<file path="src/hw/cpc_pkg.sv">
// constants shared by the control port configuration block
package cpc_pkg;
    localparam logic [7:0] CPC_CTRL_OPT_ADDR = 8'h06;
    localparam logic [7:0] CPC_AUDIO_OPT_ADDR = 8'h07;
    localparam int CPC_LEGACY_INC_BIT = 4;
    localparam int CPC_PAGE_WRAP_BIT = 3;
    localparam int CPC_READ_DELAY_BIT = 2;
    localparam int CPC_PIN_FUNC_LSB = 0;
    localparam int CPC_DEEMPH_BIT = 4;
    localparam int CPC_SRC_SEL_BIT = 0;
    localparam logic [7:0] CPC_CTRL_OPT_MASK = 8'h1F;
    localparam logic [7:0] CPC_AUDIO_OPT_MASK = 8'h11;
    localparam logic [7:0] CPC_REG_RESET = 8'h00;
    localparam logic [1:0] CPC_PIN_FUNC_MISO = 2'h0;
    localparam logic [1:0] CPC_PIN_FUNC_GPIO = 2'h1;
    localparam logic [6:0] CPC_PAGE_LAST = 7'h7F;
    localparam logic [6:0] CPC_PAGE_RESTART = 7'h08;
    localparam logic [6:0] CPC_PAGE_FIRST = 7'h00;
    localparam logic [7:0] CPC_BOOK_ZERO = 8'h00;
    localparam logic [15:0] CPC_DEEMPH_B0_RESET = 16'h4000;
    localparam logic [15:0] CPC_DEEMPH_B1_RESET = 16'hE6A0;
    localparam logic [15:0] CPC_DEEMPH_A1_RESET = 16'h1A60;
endpackage

</file>
<file path="src/hw/cpc_addr_step.sv">
// next register address for auto-increment with page wrap handling
`timescale 1ns/1ps
module cpc_addr_step
    import cpc_pkg::*;
(
    input wire logic [7:0] book,
    input wire logic [7:0] page,
    input wire logic [6:0] addr,
    input wire logic page_wrap_disable,
    output logic [7:0] next_page,
    output logic [6:0] next_addr
);
    always_comb begin
        next_page = page;
        next_addr = addr + 7'h01;
        if (book != CPC_BOOK_ZERO && addr == CPC_PAGE_LAST) begin
            if (page_wrap_disable) begin
                next_addr = CPC_PAGE_FIRST;
            end else begin
                next_page = page + 8'h01;
                next_addr = CPC_PAGE_RESTART;
            end
        end
    end
endmodule

</file>
<file path="src/hw/cpc_deemph.sv">
// first order de-emphasis filter with writable coefficients
`timescale 1ns/1ps
module cpc_deemph
    import cpc_pkg::*;
(
    input wire logic mclk,
    input wire logic nrst,
    input wire logic sample_valid,
    input wire logic [15:0] sample_in,
    input wire logic coef_we,
    input wire logic [1:0] coef_addr,
    input wire logic [15:0] coef_data,
    output logic [15:0] sample_out
);
    typedef struct packed {
        logic [2:0][15:0] coef;
        logic [15:0] x1;
        logic [15:0] y1;
    } cpc_deemph_state_type;
    cpc_deemph_state_type st, next_st;
    logic signed [33:0] acc;

    function automatic logic signed [33:0] mul(input logic [15:0] a, input logic [15:0] b);
        mul = 34'($signed(a) * $signed(b));
    endfunction

    always_comb begin
        next_st = st;
        acc = mul(st.coef[0], sample_in) + mul(st.coef[1], st.x1) + mul(st.coef[2], st.y1);
        if (sample_valid) begin
            next_st.x1 = sample_in;
            next_st.y1 = acc[29:14];
        end
        if (coef_we && coef_addr != 2'h3) begin
            next_st.coef[coef_addr] = coef_data;
        end
    end

    always_ff @(posedge mclk) begin
        if (!nrst) begin
            st.coef <= {CPC_DEEMPH_A1_RESET, CPC_DEEMPH_B1_RESET, CPC_DEEMPH_B0_RESET};
            st.x1 <= 16'h0000;
            st.y1 <= 16'h0000;
        end else begin
            st <= next_st;
        end
    end
    assign sample_out = st.y1;
endmodule

</file>
<file path="src/hw/cpc_config_regs.sv">
// control port and audio path configuration registers 0x06 and 0x07
`timescale 1ns/1ps
// What this block does
// - legacy bit clear: address always increments after each byte
// - legacy bit set: two-wire transfers increment only when address byte msb is set, spi transfers always increment
// - wrap enabled: non-zero book page end continues at address 8 of next page
// - wrap disabled: non-zero book page end returns to address 0 same page
// - serial reads in non-zero books return data one frame late
// - read delay bit adds that frame delay to first book reads too
// - pin function 00 gives miso output on spi transfers only, 01 gives general pin
// - general pin function stops register read data on the pin
// - de-emphasis bit inserts the filter when set, bypasses when clear
// - filter default coefficients suit 44.1 kHz and are rewritable
// - source bit routes processed output when 0, raw input when 1
module cpc_config_regs
    import cpc_pkg::*;
(
    input wire logic mclk,
    input wire logic nrst,
    input wire logic reg_we,
    input wire logic reg_re,
    input wire logic [7:0] reg_addr,
    input wire logic [7:0] reg_wdata,
    output logic [7:0] reg_rdata,
    input wire logic xfer_start,
    input wire logic xfer_spi,
    input wire logic [7:0] start_book,
    input wire logic [7:0] start_page,
    input wire logic [7:0] addr_byte,
    input wire logic byte_done,
    input wire logic frame_tick,
    input wire logic [7:0] mem_rdata,
    output logic [7:0] cur_book,
    output logic [7:0] cur_page,
    output logic [6:0] cur_addr,
    output logic miso_out,
    output logic miso_oe,
    output logic general_pin_three_out,
    output logic general_pin_three_oe,
    input wire logic general_pin_three_level,
    input wire logic spi_read_bit,
    input wire logic sample_valid,
    input wire logic [15:0] dsp_input,
    input wire logic [15:0] dsp_output,
    input wire logic coef_we,
    input wire logic [1:0] coef_addr,
    input wire logic [15:0] coef_data,
    output logic [15:0] audio_path_sample,
    output logic serial_audio_output,
    output logic general_pin_level
);
    import cpc_pkg::*;

    typedef struct packed {
        logic [7:0] ctrl_opt;
        logic [7:0] audio_opt;
        logic [7:0] rdata;
        logic [7:0] book;
        logic [7:0] page;
        logic [6:0] addr;
        logic auto_inc;
        logic delay_pending;
        logic [7:0] held_data;
        logic miso;
        logic miso_en;
        logic gp_out;
        logic gp_en;
        logic [15:0] sample;
        logic sdo;
        logic gp_level;
    } cpc_regs_state_type;

    cpc_regs_state_type st, next_st;
    logic [7:0] step_page;
    logic [6:0] step_addr;
    logic [15:0] filtered;
    logic legacy_increment_mode;
    logic page_wrap_disable;
    logic book_zero_read_delay;
    logic [1:0] serial_out_pin_function;
    logic deemphasis_enable;
    logic audio_out_source_select;
    logic [15:0] audio_src;
    logic [1:0] addr_hit;
    logic [1:0] pin_en;

    function automatic logic [7:0] reg_read(input logic [7:0] a, input logic [7:0] c, input logic [7:0] p);
        if (a == CPC_CTRL_OPT_ADDR) begin
            reg_read = c & CPC_CTRL_OPT_MASK;
        end else if (a == CPC_AUDIO_OPT_ADDR) begin
            reg_read = p & CPC_AUDIO_OPT_MASK;
        end else begin
            reg_read = 8'h00;
        end
    endfunction

    // one-hot decode of the two mapped offsets, shared by both write strobes
    function automatic logic [1:0] reg_hit(input logic [7:0] a);
        reg_hit = 2'h0;
        if (a == CPC_CTRL_OPT_ADDR) begin
            reg_hit[0] = 1'h1;
        end
        if (a == CPC_AUDIO_OPT_ADDR) begin
            reg_hit[1] = 1'h1;
        end
    endfunction

    // reserved bits never store, so they read back as zero
    function automatic logic [7:0] masked_write(input logic [7:0] d, input logic [7:0] m);
        masked_write = d & m;
    endfunction

    // the address msb only matters for the two-wire port in legacy mode
    function automatic logic increment_wanted(input logic legacy, input logic spi, input logic [7:0] ab);
        if (legacy && !spi) begin
            increment_wanted = ab[7];
        end else begin
            increment_wanted = 1'h1;
        end
    endfunction

    // delayed path: every non-zero book, and the first book when the delay bit asks
    function automatic logic read_delayed(input logic [7:0] bk, input logic delay_bit);
        read_delayed = bk != CPC_BOOK_ZERO || delay_bit;
    endfunction

    // {general pin enable, data pin enable}; reserved codes leave both pins undriven
    function automatic logic [1:0] pin_enables(input logic [1:0] func, input logic spi);
        unique case (func)
            CPC_PIN_FUNC_MISO: begin
                pin_enables = {1'h0, spi};
            end
            CPC_PIN_FUNC_GPIO: begin
                pin_enables = 2'h2;
            end
            default: begin
                pin_enables = 2'h0;
            end
        endcase
    endfunction

    function automatic logic serial_audio_output_bit(input logic [15:0] raw, input logic [15:0] f,
                                                     input logic en);
        serial_audio_output_bit = en ? f[15] : raw[15];
    endfunction

    assign legacy_increment_mode = st.ctrl_opt[CPC_LEGACY_INC_BIT];
    assign page_wrap_disable = st.ctrl_opt[CPC_PAGE_WRAP_BIT];
    assign book_zero_read_delay = st.ctrl_opt[CPC_READ_DELAY_BIT];
    assign serial_out_pin_function = st.ctrl_opt[CPC_PIN_FUNC_LSB +: 2];
    assign deemphasis_enable = st.audio_opt[CPC_DEEMPH_BIT];
    assign audio_out_source_select = st.audio_opt[CPC_SRC_SEL_BIT];
    // source choice precedes the filter so both paths see the same selection
    assign audio_src = audio_out_source_select ? dsp_input : dsp_output;
    assign addr_hit = reg_hit(reg_addr);
    assign pin_en = pin_enables(serial_out_pin_function, xfer_spi);

    cpc_addr_step u_step (
        .book(st.book),
        .page(st.page),
        .addr(st.addr),
        .page_wrap_disable(page_wrap_disable),
        .next_page(step_page),
        .next_addr(step_addr)
    );

    cpc_deemph u_deemph (
        .mclk(mclk),
        .nrst(nrst),
        .sample_valid(sample_valid),
        .sample_in(audio_src),
        .coef_we(coef_we),
        .coef_addr(coef_addr),
        .coef_data(coef_data),
        .sample_out(filtered)
    );

    always_comb begin
        next_st = st;
        // one decoder for both offsets so a write can never land in two registers
        if (reg_we && addr_hit[0]) begin
            next_st.ctrl_opt = masked_write(reg_wdata, CPC_CTRL_OPT_MASK);
        end
        if (reg_we && addr_hit[1]) begin
            next_st.audio_opt = masked_write(reg_wdata, CPC_AUDIO_OPT_MASK);
        end
        if (reg_re) begin
            next_st.rdata = reg_read(reg_addr, st.ctrl_opt, st.audio_opt);
        end
        if (xfer_start) begin
            next_st.book = start_book;
            next_st.page = start_page;
            next_st.addr = addr_byte[6:0];
            next_st.auto_inc = increment_wanted(legacy_increment_mode, xfer_spi, addr_byte);
        end else if (byte_done && st.auto_inc) begin
            next_st.page = step_page;
            next_st.addr = step_addr;
        end
        // serial read data: one frame late outside the first book, or inside it when asked
        if (frame_tick) begin
            next_st.held_data = mem_rdata;
            next_st.delay_pending = 1'b1;
        end
        if (read_delayed(st.book, book_zero_read_delay)) begin
            next_st.miso = st.delay_pending ? st.held_data[7] : 1'b0;
        end else begin
            next_st.miso = spi_read_bit;
        end
        if (xfer_start) begin
            next_st.delay_pending = 1'b0;
        end
        next_st.miso_en = pin_en[0];
        next_st.gp_en = pin_en[1];
        // data pin idles low whenever its driver is off, so the output stays a plain flop
        if (!next_st.miso_en) begin
            next_st.miso = 1'h0;
        end
        next_st.gp_out = serial_audio_output_bit(audio_src, filtered, deemphasis_enable);
        next_st.sample = deemphasis_enable ? filtered : audio_src;
        next_st.sdo = next_st.sample[15];
        next_st.gp_level = general_pin_three_level;
    end

    always_ff @(posedge mclk) begin
        if (!nrst) begin
            st <= '0;
        end else begin
            st <= next_st;
        end
    end

    assign reg_rdata = st.rdata;
    assign cur_book = st.book;
    assign cur_page = st.page;
    assign cur_addr = st.addr;
    assign miso_out = st.miso;
    assign miso_oe = st.miso_en;
    assign general_pin_three_out = st.gp_out;
    assign general_pin_three_oe = st.gp_en;
    assign audio_path_sample = st.sample;
    assign serial_audio_output = st.sdo;
    assign general_pin_level = st.gp_level;
endmodule

</file>
<file path="config.mk">
export PLATFORM = sky130hd
export DESIGN_NAME = cpc_config_regs
export DESIGN_NICKNAME = d
export VERILOG_FILES = /design/src/hw/cpc_pkg.sv /design/src/hw/cpc_addr_step.sv /design/src/hw/cpc_deemph.sv /design/src/hw/cpc_config_regs.sv
export SDC_FILE = /design/constraint.sdc
export NUM_CORES = 2
export LEC_CHECK = 0
export BUFFER_PORTS_ARGS = -buffer_cell sky130_fd_sc_hd__buf_2
export CORE_UTILIZATION = 55
export DETAILED_ROUTE_END_ITERATION = 12
export GPL_TIMING_DRIVEN = 0
export PLACE_DENSITY = 0.75
export SLEW_MARGIN = 20
export SYNTH_ARGS = -nofsm -noshare
export SYNTH_HDL_FRONTEND = slang
export SYNTH_SLANG_ARGS = --single-unit
</file>
<file path="constraint.sdc">
create_clock -name mclk -period 9.2 [get_ports mclk]
set_input_delay 1.84 -clock mclk [delete_from_list [all_inputs] [get_ports mclk]]
set_output_delay 1.84 -clock mclk [all_outputs]
set_load 0.1 [all_outputs]
</file>
Word level (Yosys, flattened, before mapping)
Cells that the tools add are included.
- add/subtract/negate cells: 4
- muxes and demuxes: 20
- reduce and logical (&&, ||, !) cells: 16
- bitwise gates (word level): 1
- $mul: 3
- $lt $le $gt $ge: 2
- equal/unequal tests: 6
- operators with widths (cell ; count):
    multiplier 16 x 16 -> 30 bit ; 3
    adder 30 bit ; 2
    bitwise mux 48 bit ; 1
    2-to-1 mux 16 bit ; 3
    demux 16 bit (select 2 bit) ; 1
    2-to-1 mux 15 bit ; 2
    equality test 8 x 3 -> 1 bit (second input constant) ; 2
    2-to-1 mux 8 bit ; 2
    2-to-1 mux 5 bit ; 2
    adder 8 x 1 -> 8 bit (second input constant) ; 1
    nonzero test 8 bit ; 1
    adder 7 x 1 -> 7 bit (second input constant) ; 1
    equality test 7 bit (second input constant) ; 1
    logical AND 1 bit ; 7
    2-to-1 mux 7 bit ; 1
    2-to-1 mux 1 bit ; 6
    2-to-1 mux 4 bit ; 1
    inequality test 2 bit (second input constant) ; 2
    one-hot mux 2 bit (2 select lines) ; 1
    nonzero test 2 bit ; 2
    less-than comparator 2 x 3 -> 1 bit (second input constant) ; 1
    AND reduction 3 bit ; 1
    equality test 2 x 1 -> 1 bit (second input constant) ; 1
    >= comparator 2 x 1 -> 1 bit (second input constant) ; 1
    other kinds (6) ; 6
- input bits: 110
- bits in registers: 150
- output and inout port bits: 53
- logic and storage cells: 73

Longest topological paths before layout
- word-level depth: 5
- depth in mapped cells: 31
- gate-level depth less buffers: 27

Cells and area by module
From an unflattened synthesis, not the netlist that was laid out.
- cells, all modules: 3651
- area, all modules: 34535.6 sq um
- by module, submodules not included (module ; area an instance (sq um) ; instances ; cells each ; seq. area each (sq um)):
    cpc_deemph ; 31223.7 ; 1 ; 3314 ; 1601.5
    cpc_config_regs ; 2922.8 ; 1 ; 293 ; 1161.1
    cpc_addr_step ; 389.1 ; 1 ; 44 ; 0.0

Worst setup path before layout
Ideal clock, no wire load.
- kind: input to register
- start: in dsp_input[3]
- end: reg u_deemph.st, in the netlist u_deemph.sample_out[15]
- required time: 9.068 ns
- data arrival time: 9.180 ns
- path buffers: 1
- library setup time: 0.132 ns
- stages: 25
- path slack: -0.112 ns
- cell sequence: mux2i_1 clkbuf_1 nor2b_1 fa_1 inv_1 fa_1 fa_1 fa_1 fa_1 inv_1 fa_1 fa_1 fa_1 inv_1 fa_1 inv_1 ha_1 a21o_1 a21o_1 a21o_1 a2111oi_2 nor3_1 a221oi_2 xnor2_1 a21oi_1
- cells in the longest elaborated chain, start to end: 4
- RTL lines (item ; RTL line ; RTL):
    from (decl) ; cpc_config_regs.sv:43 ; input wire logic [15:0] dsp_input,
    2-to-1 mux 16 bit ; cpc_config_regs.sv:154 ; assign audio_src = audio_out_source_select ? dsp_input : dsp_output;
    multiplier 16 x 16 -> 30 bit ; cpc_deemph.sv:24 ; mul = 34'($signed(a) * $signed(b));
    adder 30 bit (2 in series) ; cpc_deemph.sv:29 ; acc = mul(st.coef[0], sample_in) + mul(st.coef[1], st.x1) + mul(st.coef[2], st.y1);
    to (signal assigned) ; cpc_deemph.sv:45 ; st <= next_st;
    to (decl) ; cpc_deemph.sv:20 ; cpc_deemph_state_type st, next_st;
Every way passes these cells.
A chain may end at the register's enable or synchronous reset.

Final worst setup path
- start: in dsp_output[15]
- end: reg u_deemph.st, in the netlist u_deemph.sample_out[15]
- cells in the longest elaborated chain, start to end: 4
- RTL lines (item ; RTL line ; RTL):
    from (decl) ; cpc_config_regs.sv:44 ; input wire logic [15:0] dsp_output,
    2-to-1 mux 16 bit ; cpc_config_regs.sv:154 ;
    named net audio_src[15] ; cpc_config_regs.sv:83 ; logic [15:0] audio_src;
    multiplier 16 x 16 -> 30 bit ; cpc_deemph.sv:24 ;
    adder 30 bit (2 in series) ; cpc_deemph.sv:29 ;
The timed path passes the listed nets, and every way through them passes these cells.

==> results.yml <==
sta:
  drv_slew: 0
  tightest_slew_ns: 1.14
  min_period_over_period_pct: 97.8
  whs_ns: 0.485
  maxSlewHeadroom_pct: 24.2
  min_period_ns: 9.00
  finalHoldViolations: 0
  setup_violations: 0
  max_freq_mhz: 111
  fin_skew_ns: 0.0113
hold_path:
  min_delay_worst_endpoint: "reg_rdata[3]$_SDFFE_PN0P_"
  worstHoldPathType: "reg2reg"
  min_from: "reg_rdata[3]$_SDFFE_PN0P_"
  whs_path_depth: 2
logic_synthesis:
  seq_area_frac_synth_pct: 8.04
  syn_inst: 3646
  syn_area_per_cell_um2: 9.43
  yosysUniqueCellTypes: 67
  async_flop_share_pct: 0
  synthFlopType: "dfxtp_1"
  ys.warnings.count: 0
  synth_area_um2: 34400
  synth_edf_count: 0
  synth_seq_cells: 138
route:
  routedWlPerCell_um: 21.8
  drt-total-wl_um: 102000
  ant_nets: 0
  drt-initial-drc-count: 2387
  drtPass1Iterations: 6
  via_per_inst: 5.42
  drcViolationCount: 0
  routed-via-count: 25300
cells_and_area:
  nFillCells: 5426
  fin_nets: 4969
  final_layout_size_suffix_gt1_share_pct: 8.24
  syn_to_final_growth_pct: 8.01
global_route:
  grt_pass1_vias: 26800
  antenna_found_initial: 5
  track_usage_pct: 34.0
  grt_max_degree: 17
  grt_pass1_wl_um: 159000
  grt-ovfl-total: 0
setup_path:
  critPathRequiredTime_ns: 9.53
  path_buf_inv: 5
  cp_slowest_stage_delay_ns: 0.63
  cp_max_fo: 10
  path_delay_family: "adder cells"
  arrival_ns: 9.32
  slowest_stage: "a21oi_1"
  r2r-start: "audio_out_source_select$_SDFFE_PN0P_"
  start_kind: "input pin"
  timing.rr.end: "u_deemph.sample_out[15]$_SDFFE_PN0P_"
  path_cells: "buf_2, mux2i_4, buf_8, inv_1, fa_2, fa_1, inv_1, fa_1, fa_1, fa_1, inv_1, fa_1, fa_1, fa_1, fa_1, ha_1, a21oi_1, nand2_1, a221oi_2, xnor2_1, a21oi_1"
  worst_r2r_path_depth: 24
  crit_type: "in2reg"
  crit_path_end_kind: "flop"
  crit_path_frequent_cell: "fa_1"
  r2r_slack_ns: 0.35
cts:
  htree_levels: 4
  numCtsBuffers: 17
  clk_pin_slew_ns: 0.07
  cts_sinks: 138
  root_buffer: "clkbuf_16"
  clk_latency_ns: 0.47
  max-clock-path-buffers: 2
  cts_tree: "built"
placed_design:
  gp_congestion: 1.04
  io_buffers: 147
  dpl.hpwl_um: 88700
die:
  initial_utilization_pct: 55.7
  dieHeight_um: 252
  ios: 163
  die_w_um: 252
  fp.coreArea_um2: 61700
  die_area_um2: 63500
  num_rows: 91
flow_run:
  drv_cap: 0
outcome:
  run_status: "complete, no violations"
cell families after synthesis:
logic type	after synthesis	synth area share, %
xor+xnor	68	1.77
buf+inv	1109	12.7
fa+ha+maj	1038	56.3
other cells	1	0.0109
compound gates	160	3.41
simple gates	1083	16.3
flops	138	8.04
mux	49	1.48
worst max-delay path by stage:
stage	endpoint	slack, ns	start	cells past startpoint
2_1_floorplan	u_deemph.sample_out[15]$_SDFFE_PN0P_	0.01	dsp_input[5]	25
3_3_place_gp	u_deemph.sample_out[15]$_SDFFE_PN0P_	-1.82	dsp_input[5]	26
3_5_place_dp	u_deemph.sample_out[15]$_SDFFE_PN0P_	-1.51	dsp_input[5]	26
4_1_cts	u_deemph.sample_out[15]$_SDFFE_PN0P_	0.007	dsp_output[15]	26
5_1_grt	u_deemph.sample_out[15]$_SDFFE_PN0P_	-0.02	dsp_output[3]	26
6_report	u_deemph.sample_out[15]$_SDFFE_PN0P_	0.20	dsp_output[15]	21
synth_stat cells, types with 9 or more instances:
library cell | number | area [um^2]
a21boi_0 | 44 | 330
a21o_1 | 12 | 90.1
a21oi_1 | 14 | 70.1
and2_1 | 378 | 2360
buf_4 | 48 | 360
clkbuf_1 | 136 | 510
dfxtp_1 | 138 | 2760
fa_1 | 848 | 17000
ha_1 | 190 | 2380
inv_1 | 917 | 3440
mux2_2 | 10 | 113
mux2i_1 | 38 | 380
nand2_1 | 451 | 1690
nand2b_1 | 34 | 213
nand3_1 | 31 | 155
nor2_1 | 24 | 90.1
nor2b_1 | 105 | 657
o211a_1 | 19 | 190
o21ai_0 | 38 | 190
or2_2 | 9 | 56.3
xnor2_1 | 55 | 482
xor2_1 | 12 | 105
state kept, by name (all words and copies together), names as in the netlist, 2 cells and up:
name,flops
reg_rdata,5
u_deemph.st,64
st,3
cur_page,8
cur_book,8
serial_out_pin_function,2
u_deemph.sample_out,16
cur_addr,7
audio_path_sample,15
final cells by class:
class                   count  area, um^2  area share, %
multi-input cells        2401       27400           73.9
inverters                 917        3440           9.28
flip-flops and latches    138        2760           7.44
well taps                 837        1050           2.82
plain buffers             187         987           2.66
repair buffers            159         842           2.27
clock buffers              18         439           1.18
clock inverters            14         154          0.415
diodes                      4        10.0         0.0270
stage by stage:
stage | setup WS [ns] | std cells | setup TNS, ns | instance area (um^2) | utilization, %
floorplan | 0.0141 | 3648 | 0 | 34400 | -
global placement | -1.82 | 4632 | -22.69 | 36200 | 58.6
detailed placement | -1.51 | 4632 | -17.76 | 36200 | 58.6
CTS | 0.00686 | 4667 | 0 | 37000 | 59.9
global route | -0.0180 | 4671 | -0.0180 | 37100 | 60.1
finish | 0.203 | 4675 | 0 | 37100 | 60.2
layout by cell type (no fill, tap or decap), drive strengths merged, types with 39 or more instances in the layout:
cell    count
ha        190
o21ai      39
and2      378
xnor2      55
a21boi     46
buf       221
fa        848
nand2     451
inv       927
dfxtp     138
nor2b     105
clkbuf    143
per-layer routing:
metal  track usage [%]  routed length (um)
met5                 0                  13
met3              9.59               12200
met4              11.5                3840
met1              47.1               40800
met2              51.5               45000
what timing repair did:
action | 4_1_cts | 5_1_grt
buffers inserted | 8 | 4
pin swaps | 0 | 5
endpoints found under the setup margin | 16 | 11
gates resized for setup | 39 | 43
hold buffers | 0 | 0
worst register-to-register path: cells and delay by family, from the launching register on:
kind / cells / cell delay (ns)
simple gates: 2 / 0.47
buf+inv: 7 / 1.30
fa+ha+maj: 10 / 4.99
mux: 1 / 0.39
xor+xnor: 1 / 0.17
compound gates: 3 / 1.08
flops: 1 / 0.33
Power is not shown: default switching activity piles up to over one toggle a cycle in this logic, so the estimate is an artifact.
